--- config.mk ---
export PLATFORM = sky130hd
export DESIGN_NAME = plp_part_life_monitor
export DESIGN_NICKNAME = d
export VERILOG_FILES = /design/src/plp_pkg.sv /design/src/plp_life_counter.sv /design/src/plp_out_terminal.sv /design/src/plp_part_life_monitor.sv
export SDC_FILE = /design/constraint.sdc
export NUM_CORES = 1
export LEC_CHECK = 0
export BUFFER_PORTS_ARGS = -buffer_cell sky130_fd_sc_hd__buf_4
export CAP_MARGIN = 20
export CORE_MARGIN = 3
export CORE_UTILIZATION = 60
export CTS_BUF_LIST = sky130_fd_sc_hd__clkbuf_2
export CTS_CLUSTER_SIZE = 16
export DETAILED_ROUTE_END_ITERATION = 10
export MAX_ROUTING_LAYER = met4
export PLACE_DENSITY = 0.83
export SLEW_MARGIN = 40
export SYNTH_ARGS = -nofsm -noshare
export SYNTH_HDL_FRONTEND = slang
export SYNTH_HIERARCHICAL = 1
export SYNTH_SLANG_ARGS = --single-unit
export TNS_END_PERCENT = 50
--- constraint.sdc ---
create_clock -name ref_clk_in -period 7.8 [get_ports ref_clk_in]
set_input_delay 0.78 -clock ref_clk_in [delete_from_list [all_inputs] [get_ports ref_clk_in]]
set_output_delay 0.78 -clock ref_clk_in [all_outputs]
set_load 0.02 [all_outputs]
--- src/plp_pkg.sv ---
// Functional notes
// RQ1: Read-only 4-bit bitmap; bits 3..0 inrush, fan, main cap, control cap.
// RQ2: Combined life alarm is on whenever any bitmap bit is set.
// RQ3: Terminal code 90 drives the alarm active-high, code 190 active-low.
// RQ4: Count inrush closures; inrush life drops one percent per 10,000.
// RQ5: Inrush life at 10 percent sets bitmap bit 3 and the alarm at once.
// RQ6: Powered, control cap life falls with energized time and temperature.
// RQ7: Control cap life below 10 percent sets bitmap bit 0 and the alarm.
// RQ8: A completed measurement sets main cap life; shipment is 100 percent.
// RQ9: Measured main cap life at or below 85 percent sets bit 1 and alarm.
// RQ10: State codes 0,1,2,3,8,9; codes 2,3,8,9 are status only, never written.
// RQ11: Software arms with 1; supply off while armed starts measuring.
// RQ12: During an armed power-down, DC is applied to the motor for one second.
// RQ13: Software checks the state reads 3 before trusting main cap life.
// RQ14: Run, shutoff, trip or power return end forced, error, or armed.
// RQ15: Operator ensures the motor is connected and stationary before arming.
// RQ16: Fan speed at half or less sets bit 2, alarm and fan fault indication.
// RQ17: With the option card fitted, each part drives its own life signal.
// RQ18: Every life percentage saturates at zero and never wraps.
package plp_pkg;
  // ----------------------------------------------------------------
  // Life values
  // ----------------------------------------------------------------
  localparam int unsigned PCT_W = 7;
  localparam int unsigned TEMP_W = 4;
  localparam logic [PCT_W-1:0] LIFE_FULL = 7'h64;
  localparam logic [PCT_W-1:0] INRUSH_ALARM_PCT = 7'h0a;
  localparam logic [PCT_W-1:0] CTRL_ALARM_PCT = 7'h0a;
  localparam logic [PCT_W-1:0] MAIN_ALARM_PCT = 7'h55;
  localparam int unsigned INRUSH_CLOSURES_PER_PCT = 10000;
  localparam int unsigned CTRL_UNITS_PER_PCT = 3600;
  localparam int unsigned BIT_CTRL = 0;
  localparam int unsigned BIT_MAIN = 1;
  localparam int unsigned BIT_FAN = 2;
  localparam int unsigned BIT_INRUSH = 3;
  // ----------------------------------------------------------------
  // Timing
  // ----------------------------------------------------------------
  localparam int unsigned CLK_HZ = 20000000;
  localparam int unsigned DC_TIME_MS = 1000;
  localparam int unsigned DC_CYCLES = DC_TIME_MS * (CLK_HZ / 1000);
  localparam int unsigned DC_W = 32;
  // ----------------------------------------------------------------
  // Codes
  // ----------------------------------------------------------------
  localparam logic [3:0] MS_IDLE = 4'h0;
  localparam logic [3:0] MS_ARMED = 4'h1;
  localparam logic [3:0] MS_MEAS = 4'h2;
  localparam logic [3:0] MS_DONE = 4'h3;
  localparam logic [3:0] MS_FORCED = 4'h8;
  localparam logic [3:0] MS_ERROR = 4'h9;
  localparam logic [7:0] FUNC_ALARM_POS = 8'h5a;
  localparam logic [7:0] FUNC_ALARM_NEG = 8'hbe;
  // ----------------------------------------------------------------
  // Register map
  // ----------------------------------------------------------------
  localparam int unsigned ADDR_W = 8;
  localparam int unsigned DATA_W = 32;
  localparam logic [ADDR_W-1:0] ADDR_BITMAP = 8'h00;
  localparam logic [ADDR_W-1:0] ADDR_INRUSH = 8'h04;
  localparam logic [ADDR_W-1:0] ADDR_CTRL = 8'h08;
  localparam logic [ADDR_W-1:0] ADDR_MAIN = 8'h0c;
  localparam logic [ADDR_W-1:0] ADDR_MEAS = 8'h10;
  localparam logic [ADDR_W-1:0] ADDR_FUNC = 8'h14;
  localparam logic [ADDR_W-1:0] ADDR_IRQ_STAT = 8'h18;
  localparam logic [ADDR_W-1:0] ADDR_IRQ_MASK = 8'h1c;
  localparam logic [7:0] FUNC_RESET = FUNC_ALARM_POS;
  localparam int unsigned IRQ_W = 5;
  localparam int unsigned IRQ_MEAS_END = 4;
endpackage

--- src/plp_life_counter.sv ---
`timescale 1ns/1ns
`default_nettype none
module plp_life_counter #(
  parameter int unsigned UNITS = plp_pkg::INRUSH_CLOSURES_PER_PCT,
  parameter int unsigned STEP_W = 4
) (
  // Clock and reset
  input wire logic ref_clk_in,
  input wire logic rst_b_in,
  // Wear units to add this cycle
  input wire logic [STEP_W-1:0] step_in,
  // Remaining life
  output logic [plp_pkg::PCT_W-1:0] life_out
);
  import plp_pkg::*;
  localparam int unsigned ACC_W = $clog2(UNITS) + 1;
  localparam logic [ACC_W:0] UNITS_C = (ACC_W+1)'(UNITS);

  typedef struct packed {
    logic [ACC_W-1:0] acc;
    logic [PCT_W-1:0] life;
  } plp_cnt_s;

  plp_cnt_s st_r;
  plp_cnt_s st_nxt;
  logic [ACC_W:0] sum;

  // A step is assumed smaller than one percent worth of units.
  always_comb begin
    st_nxt = st_r;
    sum = {1'b0, st_r.acc} + (ACC_W+1)'(step_in);
    if (sum >= UNITS_C) begin
      st_nxt.acc = ACC_W'(sum - UNITS_C);
      if (st_r.life != '0) begin
        st_nxt.life = st_r.life - PCT_W'(1); // RQ4 RQ18
      end
    end else begin
      st_nxt.acc = sum[ACC_W-1:0];
    end
  end

  always_ff @(posedge ref_clk_in) begin
    if (!rst_b_in) begin
      st_r <= '{acc: '0, life: LIFE_FULL};
    end else begin
      st_r <= st_nxt;
    end
  end

  assign life_out = st_r.life;
endmodule
`default_nettype wire

--- src/plp_out_terminal.sv ---
`timescale 1ns/1ns
`default_nettype none
module plp_out_terminal (
  // Clock and reset
  input wire logic ref_clk_in,
  input wire logic rst_b_in,
  // Function selection and alarm
  input wire logic [7:0] func_code_in,
  input wire logic alarm_in,
  // Terminal level
  output logic term_out
);
  import plp_pkg::*;

  typedef struct packed {
    logic term;
  } plp_term_s;

  plp_term_s st_r;
  plp_term_s st_nxt;

  // Any other code leaves the terminal low, since it belongs elsewhere.
  always_comb begin
    st_nxt.term = 1'b0;
    if (func_code_in == FUNC_ALARM_POS) begin
      st_nxt.term = alarm_in; // RQ3
    end else if (func_code_in == FUNC_ALARM_NEG) begin
      st_nxt.term = !alarm_in; // RQ3
    end
  end

  always_ff @(posedge ref_clk_in) begin
    if (!rst_b_in) begin
      st_r <= '{term: 1'b0};
    end else begin
      st_r <= st_nxt;
    end
  end

  assign term_out = st_r.term;
endmodule
`default_nettype wire

--- src/plp_part_life_monitor.sv ---
// Chosen here: the register addresses and the APB slave port.
`timescale 1ns/1ns
`default_nettype none
module plp_part_life_monitor #(
  parameter int unsigned INRUSH_PER_PCT = plp_pkg::INRUSH_CLOSURES_PER_PCT,
  parameter int unsigned CTRL_PER_PCT = plp_pkg::CTRL_UNITS_PER_PCT,
  parameter int unsigned DC_CYCLES_P = plp_pkg::DC_CYCLES,
  parameter bit OPT_CARD = 1'b1
) (
  // Clock and reset
  input wire logic ref_clk_in,
  input wire logic rst_b_in,
  // APB slave
  input wire logic psel_in,
  input wire logic penable_in,
  input wire logic pwrite_in,
  input wire logic [plp_pkg::ADDR_W-1:0] paddr_in,
  input wire logic [plp_pkg::DATA_W-1:0] pwdata_in,
  output logic [plp_pkg::DATA_W-1:0] prdata_out,
  output logic pready_out,
  output logic pslverr_out,
  // Wear sources
  input wire logic inrush_close_in,
  input wire logic age_tick_in,
  input wire logic [plp_pkg::TEMP_W-1:0] temp_weight_in,
  input wire logic fan_slow_in,
  // Drive conditions seen by the capacitor measurement
  input wire logic power_off_in,
  input wire logic run_cmd_in,
  input wire logic output_shutoff_input_in,
  input wire logic trip_in,
  input wire logic cap_ok_in,
  input wire logic [plp_pkg::PCT_W-1:0] cap_pct_in,
  // Motor DC injection
  output logic dc_inject_out,
  // Alarm outputs
  output logic combined_life_alarm_out,
  output logic life_term_out,
  output logic fan_fault_indication_out,
  output logic control_cap_wear_out_out,
  output logic main_cap_wear_out_out,
  output logic fan_wear_out_out,
  output logic inrush_wear_out_out,
  // Interrupt
  output logic irq_out
);
  import plp_pkg::*;

  // ----------------------------------------------------------------
  // Types and helpers
  // ----------------------------------------------------------------
  localparam logic [DC_W-1:0] DC_LAST = DC_W'(DC_CYCLES_P - 1);

  typedef enum logic [2:0] {
    ms_idle,
    ms_armed,
    ms_meas,
    ms_done,
    ms_forced,
    ms_error
  } plp_meas_e;

  typedef struct packed {
    plp_meas_e meas;
    logic [DC_W-1:0] dc_cnt;
    logic [PCT_W-1:0] main_life;
    logic [3:0] bitmap;
    logic alarm;
    logic [7:0] func_code;
    logic [IRQ_W-1:0] irq_stat;
    logic [IRQ_W-1:0] irq_mask;
    logic irq;
    logic [DATA_W-1:0] prdata;
    logic slverr;
  } plp_top_s;

  function automatic logic [3:0] meas_code(input plp_meas_e s);
    logic [3:0] c;
    c = MS_IDLE;
    unique case (s)
      ms_idle: c = MS_IDLE;
      ms_armed: c = MS_ARMED;
      ms_meas: c = MS_MEAS;
      ms_done: c = MS_DONE;
      ms_forced: c = MS_FORCED;
      ms_error: c = MS_ERROR;
    endcase
    return c;
  endfunction

  function automatic logic hit(input logic [ADDR_W-1:0] a,
                               input logic [ADDR_W-1:0] off);
    return a == off;
  endfunction

  // ----------------------------------------------------------------
  // Life counters
  // ----------------------------------------------------------------
  logic [PCT_W-1:0] inrush_life;
  logic [PCT_W-1:0] ctrl_life;
  logic [TEMP_W-1:0] ctrl_step;

  // Hotter ticks weigh more, so the control capacitor ages faster warm.
  assign ctrl_step = (age_tick_in && !power_off_in) ?
                     temp_weight_in : '0; // RQ6

  plp_life_counter #(
    .UNITS(INRUSH_PER_PCT),
    .STEP_W(1)
  ) u_inrush_life (
    .ref_clk_in(ref_clk_in),
    .rst_b_in(rst_b_in),
    .step_in(inrush_close_in),
    .life_out(inrush_life)
  );

  plp_life_counter #(
    .UNITS(CTRL_PER_PCT),
    .STEP_W(TEMP_W)
  ) u_ctrl_life (
    .ref_clk_in(ref_clk_in),
    .rst_b_in(rst_b_in),
    .step_in(ctrl_step),
    .life_out(ctrl_life)
  );

  // ----------------------------------------------------------------
  // State update
  // ----------------------------------------------------------------
  plp_top_s st_r;
  plp_top_s st_nxt;
  logic wr;
  logic setup;
  logic [3:0] bm;
  logic [3:0] wr_code;
  logic meas_end;
  logic [IRQ_W-1:0] irq_set;
  logic [IRQ_W-1:0] irq_clr;
  logic inrush_low;
  logic ctrl_low;
  logic main_low;

  assign inrush_low = inrush_life <= INRUSH_ALARM_PCT;
  assign ctrl_low = ctrl_life < CTRL_ALARM_PCT;
  assign main_low = st_r.main_life <= MAIN_ALARM_PCT;

  always_comb begin
    st_nxt = st_r;
    wr = psel_in && penable_in && pwrite_in;
    setup = psel_in && !penable_in;
    wr_code = pwdata_in[3:0];
    bm = '0;
    bm[BIT_INRUSH] = inrush_low; // RQ5
    bm[BIT_CTRL] = ctrl_low; // RQ7
    bm[BIT_MAIN] = main_low; // RQ9
    bm[BIT_FAN] = fan_slow_in; // RQ16
    st_nxt.bitmap = bm; // RQ1
    st_nxt.alarm = |st_r.bitmap; // RQ2

    // Capacitor measurement across a power cycle.
    unique case (st_r.meas)
      ms_idle, ms_done, ms_forced, ms_error: begin
        if (wr && hit(paddr_in, ADDR_MEAS)) begin
          if (wr_code == MS_ARMED) begin
            st_nxt.meas = ms_armed; // RQ11
          end else if (wr_code == MS_IDLE) begin
            st_nxt.meas = ms_idle; // RQ10
          end
        end
      end
      ms_armed: begin
        if (power_off_in) begin
          st_nxt.meas = ms_meas; // RQ11
          st_nxt.dc_cnt = '0;
        end else if (wr && hit(paddr_in, ADDR_MEAS) &&
                     wr_code == MS_IDLE) begin
          st_nxt.meas = ms_idle; // RQ10
        end
      end
      ms_meas: begin
        if (trip_in) begin
          st_nxt.meas = ms_error; // RQ14
        end else if (run_cmd_in || output_shutoff_input_in) begin
          st_nxt.meas = ms_forced; // RQ14
        end else if (!power_off_in) begin
          st_nxt.meas = ms_armed; // RQ14
        end else if (st_r.dc_cnt == DC_LAST) begin
          if (cap_ok_in) begin
            st_nxt.meas = ms_done;
            st_nxt.main_life = cap_pct_in; // RQ8
          end else begin
            st_nxt.meas = ms_error;
          end
        end else begin
          st_nxt.dc_cnt = st_r.dc_cnt + DC_W'(1); // RQ12
        end
      end
    endcase

    // A clear never hides an event that lands in the same cycle.
    meas_end = (st_r.meas == ms_meas) &&
               (st_nxt.meas != ms_meas) && (st_nxt.meas != ms_armed);
    irq_set = {meas_end, bm & ~st_r.bitmap};
    irq_clr = '0;
    if (wr && hit(paddr_in, ADDR_IRQ_STAT)) begin
      irq_clr = pwdata_in[IRQ_W-1:0];
    end
    st_nxt.irq_stat = (st_r.irq_stat & ~irq_clr) | irq_set;
    if (wr && hit(paddr_in, ADDR_IRQ_MASK)) begin
      st_nxt.irq_mask = pwdata_in[IRQ_W-1:0];
    end
    if (wr && hit(paddr_in, ADDR_FUNC)) begin
      st_nxt.func_code = pwdata_in[7:0];
    end
    st_nxt.irq = |(st_r.irq_stat & st_r.irq_mask);

    // Read data is latched in the setup cycle so it leaves a flop.
    if (setup) begin
      st_nxt.slverr = 1'b0;
      case (paddr_in)
        ADDR_BITMAP: st_nxt.prdata = DATA_W'(st_r.bitmap); // RQ1
        ADDR_INRUSH: st_nxt.prdata = DATA_W'(inrush_life);
        ADDR_CTRL: st_nxt.prdata = DATA_W'(ctrl_life);
        ADDR_MAIN: st_nxt.prdata = DATA_W'(st_r.main_life);
        ADDR_MEAS: st_nxt.prdata = DATA_W'(meas_code(st_r.meas));
        ADDR_FUNC: st_nxt.prdata = DATA_W'(st_r.func_code);
        ADDR_IRQ_STAT: st_nxt.prdata = DATA_W'(st_r.irq_stat);
        ADDR_IRQ_MASK: st_nxt.prdata = DATA_W'(st_r.irq_mask);
        default: begin
          st_nxt.prdata = '0;
          st_nxt.slverr = 1'b1;
        end
      endcase
    end
  end

  always_ff @(posedge ref_clk_in) begin
    if (!rst_b_in) begin
      st_r <= '{meas: ms_idle, dc_cnt: '0, main_life: LIFE_FULL,
                bitmap: '0, alarm: 1'b0, func_code: FUNC_RESET,
                irq_stat: '0, irq_mask: '0, irq: 1'b0,
                prdata: '0, slverr: 1'b0};
    end else begin
      st_r <= st_nxt;
    end
  end

  // ----------------------------------------------------------------
  // Outputs
  // ----------------------------------------------------------------
  plp_out_terminal u_term (
    .ref_clk_in(ref_clk_in),
    .rst_b_in(rst_b_in),
    .func_code_in(st_r.func_code),
    .alarm_in(st_r.alarm),
    .term_out(life_term_out)
  );

  assign prdata_out = st_r.prdata;
  assign pready_out = 1'b1;
  assign pslverr_out = st_r.slverr;
  assign dc_inject_out = st_r.meas == ms_meas; // RQ12
  assign combined_life_alarm_out = st_r.alarm; // RQ2
  assign fan_fault_indication_out = st_r.bitmap[BIT_FAN]; // RQ16
  assign irq_out = st_r.irq;
  // Without the option card the per-part signals stay low.
  assign control_cap_wear_out_out = OPT_CARD && st_r.bitmap[BIT_CTRL]; // RQ17
  assign main_cap_wear_out_out = OPT_CARD && st_r.bitmap[BIT_MAIN]; // RQ17
  assign fan_wear_out_out = OPT_CARD && st_r.bitmap[BIT_FAN]; // RQ17
  assign inrush_wear_out_out = OPT_CARD && st_r.bitmap[BIT_INRUSH]; // RQ17
endmodule
`default_nettype wire

==> results.ini <==
[detailed_routing]
wl_mm = 15.6
first_pass_iters = 5
vias = 5838
ant_nets = 0
vias_per_cell = 5.92
avgRoutedWirePerCell_um = 15.9
drc = 0
drt_first_iter_violations = 557

[die]
die_w_um = 116
initial_core_util_pct = 62.4
die_h_um = 116
core_sq_um = 11600
num_rows = 39
die-area_sq_um = 13400
io-pin-count = 107

[grt]
grt_pass1_wl_mm = 25.9
grt_util_all_layers_pct = 24.6
grt_pass1_vias = 5534
gr-total-overflow = 0
grt_antenna_before_repair = 0
grt_start_max_net_pins = 94

[placed_design]
port_buffers = 57
dp_slack_ns = 3.34
post-dp-hpwl_mm = 11.4
place.gp.congestion = 0.935

[power_and_ir_drop]
power_switching_w = 0.000275
vdd_drop_max_mv = 0.0991
p_total_w = 0.00109
p_comb_share_pct = 7.3
pwr-share-clk_pct = 36.6
swShare_pct = 25.3
cellLeakagePower_nw = 3.03
p_per_area_nw_per_um2 = 143
seq_power_share_pct = 56.1
intPower_w = 0.000813

[min_path]
worstHoldPathType = primary input to flip-flop

[cts]
cts_max_level = 4
cts_tree = yes
cts_hold_buf = 0
cts_buffers = 17
postCtsSetupBuffers = 0
cts_sinks = 118
clk_pin_slew_ns = 0.17
cts-root-buf = clkbuf_2
cts_resized = 0
clk_path_buf_depth = 2
worstSkewPairLatency_ns = 0.69

[sta]
finalHoldViolCount = 0
grt_setup_unrepaired = no
post-route-worst-setup-slack_ns = 4.03
maxSlewHeadroom_pct = 48.8
worst_pin_slew_ns = 0.768
setup_tns_ns = 0
drv_slew = 0
period_needed_ns = 3.77
finClkSkew_ns = 0.0215
finalCritPeriodShare_pct = 48.3
fin_hold_ws_ns = 0.281
fmax_mhz = 265
report.final.setup_viol = 0

[worst_setup_path]
cp.arrival_ns = 4.39
critPathKind = primary input to flip-flop
worstSetupStartpointType = primary input
worstPathCellList = buf_4 > nor2b_1 > and2_1 > ha_1 > a211oi_2 > o21bai_2 > nand2_1 > xor2_1 > ha_1 > or4b_1 > o21ai_1 > o211ai_2 > nand2_4 > o21ai_2 > nor4_2 > mux2i_1
max_stage_delay_ns = 0.43
cp.required_ns = 8.43
endpoint_kind = flip-flop
crit_family = simple AND/OR/NAND/NOR gates
crit_buf_inv = 1
slowest_stage = or4b_1
cp_max_fo = 16
cp_common_cell = ha_1

[cells_and_area]
syn_to_final_growth_pct = 5.31
drive_gt1_share_pct = 16.1
diodes = 0
nets = 909

[logic_synthesis]
synth_cell_types = 90
syn_avg_cell_area_sq_um = 8.92
yosys_warnings = 6
syn-cell-area_sq_um = 7250
ys.flop_type = dfxtp_1
synthArstFlopShare_pct = 0
syn_inst = 813
synth-edff-count = 0
ys_seq_elements = 118
synth_seq_area_share_pct = 32.6

[flow_run]
cap_violations = 0

[run_status]
status = finished clean

## placed cells by master (no fill, tap or decap), drive strengths merged, types with 25 or more instances in the layout
master,count
mux2i,30
xor2,29
nor2,52
xnor2,35
nand4,29
dfxtp,118
conb,25
a21oi,28
nand2,60
buf,59
and2,38
o21ai,25
nor2b,28
nand3,28
## layout make-up
| type | count | area (sq um) |
|---|---|---|
| Clock buffer | 19 | 95.1 |
| Clock inverter | 13 | 138 |
| Fill cell | 962 | 3980 |
| Inverter | 21 | 78.8 |
| Multi-Input combinational cell | 613 | 4340 |
| Sequential cell | 118 | 2360 |
| Tap cell | 143 | 179 |
| Timing Repair Buffer | 59 | 443 |
## power groups by stage
stage           logic, W  clock network [W]  registers [W]
2_1_floorplan  0.0000592                  0       0.000624
3_3_place_gp   0.0000767                  0       0.000623
3_5_place_dp   0.0000787                  0       0.000623
4_1_cts        0.0000789           0.000407       0.000611
5_1_grt        0.0000870           0.000437       0.000612
6_report       0.0000794           0.000399       0.000611
## per-layer routing
layer	vias to the layer above	track usage, %	share of wire [%]
li1	2866	-	-
met1	2813	29.9	45
met2	139	40.6	49
met3	20	6.21	4.5
met4	0	6.88	1.5
met5	-	-	0
## cells by family after synthesis
logic type                 after synthesis  synth area share [%]
and+or+nand+nor                        344                  28.3
adders and majority gates               15                  2.69
other                                    2                 0.104
AOI/OAI and AO/OA                      124                  12.5
buffers and inverters                  105                  9.02
muxes                                   41                  7.09
DFF                                    118                  32.6
xor gates and xnor gates                64                  7.73
## synthesized netlist by cell type (4+ instances only)
| cell | count | area [sq um] |
|---|---|---|
| a21boi_0 | 9 | 67.6 |
| a21o_1 | 5 | 37.5 |
| a21oi_1 | 28 | 140 |
| a32o_1 | 4 | 40.0 |
| and2_1 | 37 | 231 |
| and3_1 | 19 | 119 |
| and3b_1 | 4 | 35.0 |
| and4_1 | 7 | 61.3 |
| buf_2 | 11 | 55.1 |
| buf_4 | 50 | 375 |
| clkbuf_1 | 17 | 63.8 |
| dfxtp_1 | 118 | 2360 |
| ha_1 | 14 | 175 |
| inv_1 | 21 | 78.8 |
| mux2i_1 | 30 | 300 |
| mux4_2 | 8 | 180 |
| nand2_1 | 57 | 214 |
| nand2b_1 | 10 | 62.6 |
| nand3_1 | 28 | 140 |
| nand4_1 | 25 | 156 |
| nor2_1 | 52 | 195 |
| nor2b_1 | 28 | 175 |
| nor3_1 | 14 | 70.1 |
| nor3b_1 | 4 | 30.0 |
| nor4_1 | 12 | 75.1 |
| nor4_2 | 5 | 62.6 |
| nor4b_1 | 4 | 35.0 |
| o211a_1 | 5 | 50.1 |
| o211ai_1 | 4 | 30.0 |
| o21a_1 | 9 | 67.6 |
| o21ai_0 | 20 | 100 |
| or4_1 | 4 | 30.0 |
| xnor2_1 | 35 | 307 |
| xor2_1 | 29 | 254 |
## metrics by stage
stage                     util [%]  cells  cell area, sq um
after global placement        63.6    954              7390
final                         65.8    986              7640
after global routing          65.8    986              7640
after CTS                     65.8    986              7640
after detailed placement      63.8    954              7400
after floorplan                  -    836              7340
## worst register-to-register path: cells and delay by family, from the launching register on
kind / cells / cell delay (ns)
DFF: 1 / 0.37
and+or+nand+nor: 4 / 1.04
muxes: 1 / 0.21
adders and majority gates: 2 / 0.53
AOI/OAI and AO/OA: 5 / 1.02
xor gates and xnor gates: 1 / 0.36
## registers in the layout, summed over array words and instances (netlist names), 7 cells and up
signal                  cells
prdata_out                  8
u_ctrl_life/st_r           13
st_r                       60
u_inrush_life/life_out      7
u_inrush_life/st_r         15
u_ctrl_life/life_out        7
## path summary, 6_finish.rpt
kind              cells past startpoint           startpoint  slack (ns)                       to
setup / recovery                     16         power_off_in        4.03  u_ctrl_life/life_out[3]
hold / removal                        3        cap_pct_in[5]        0.28                 st_r[62]
setup reg to reg                     13  u_ctrl_life/st_r[8]        4.20  u_ctrl_life/life_out[3]
hold reg to reg                       2        prdata_out[7]        0.48            prdata_out[7]
Note: power is estimated with default switching activity, not from simulation.
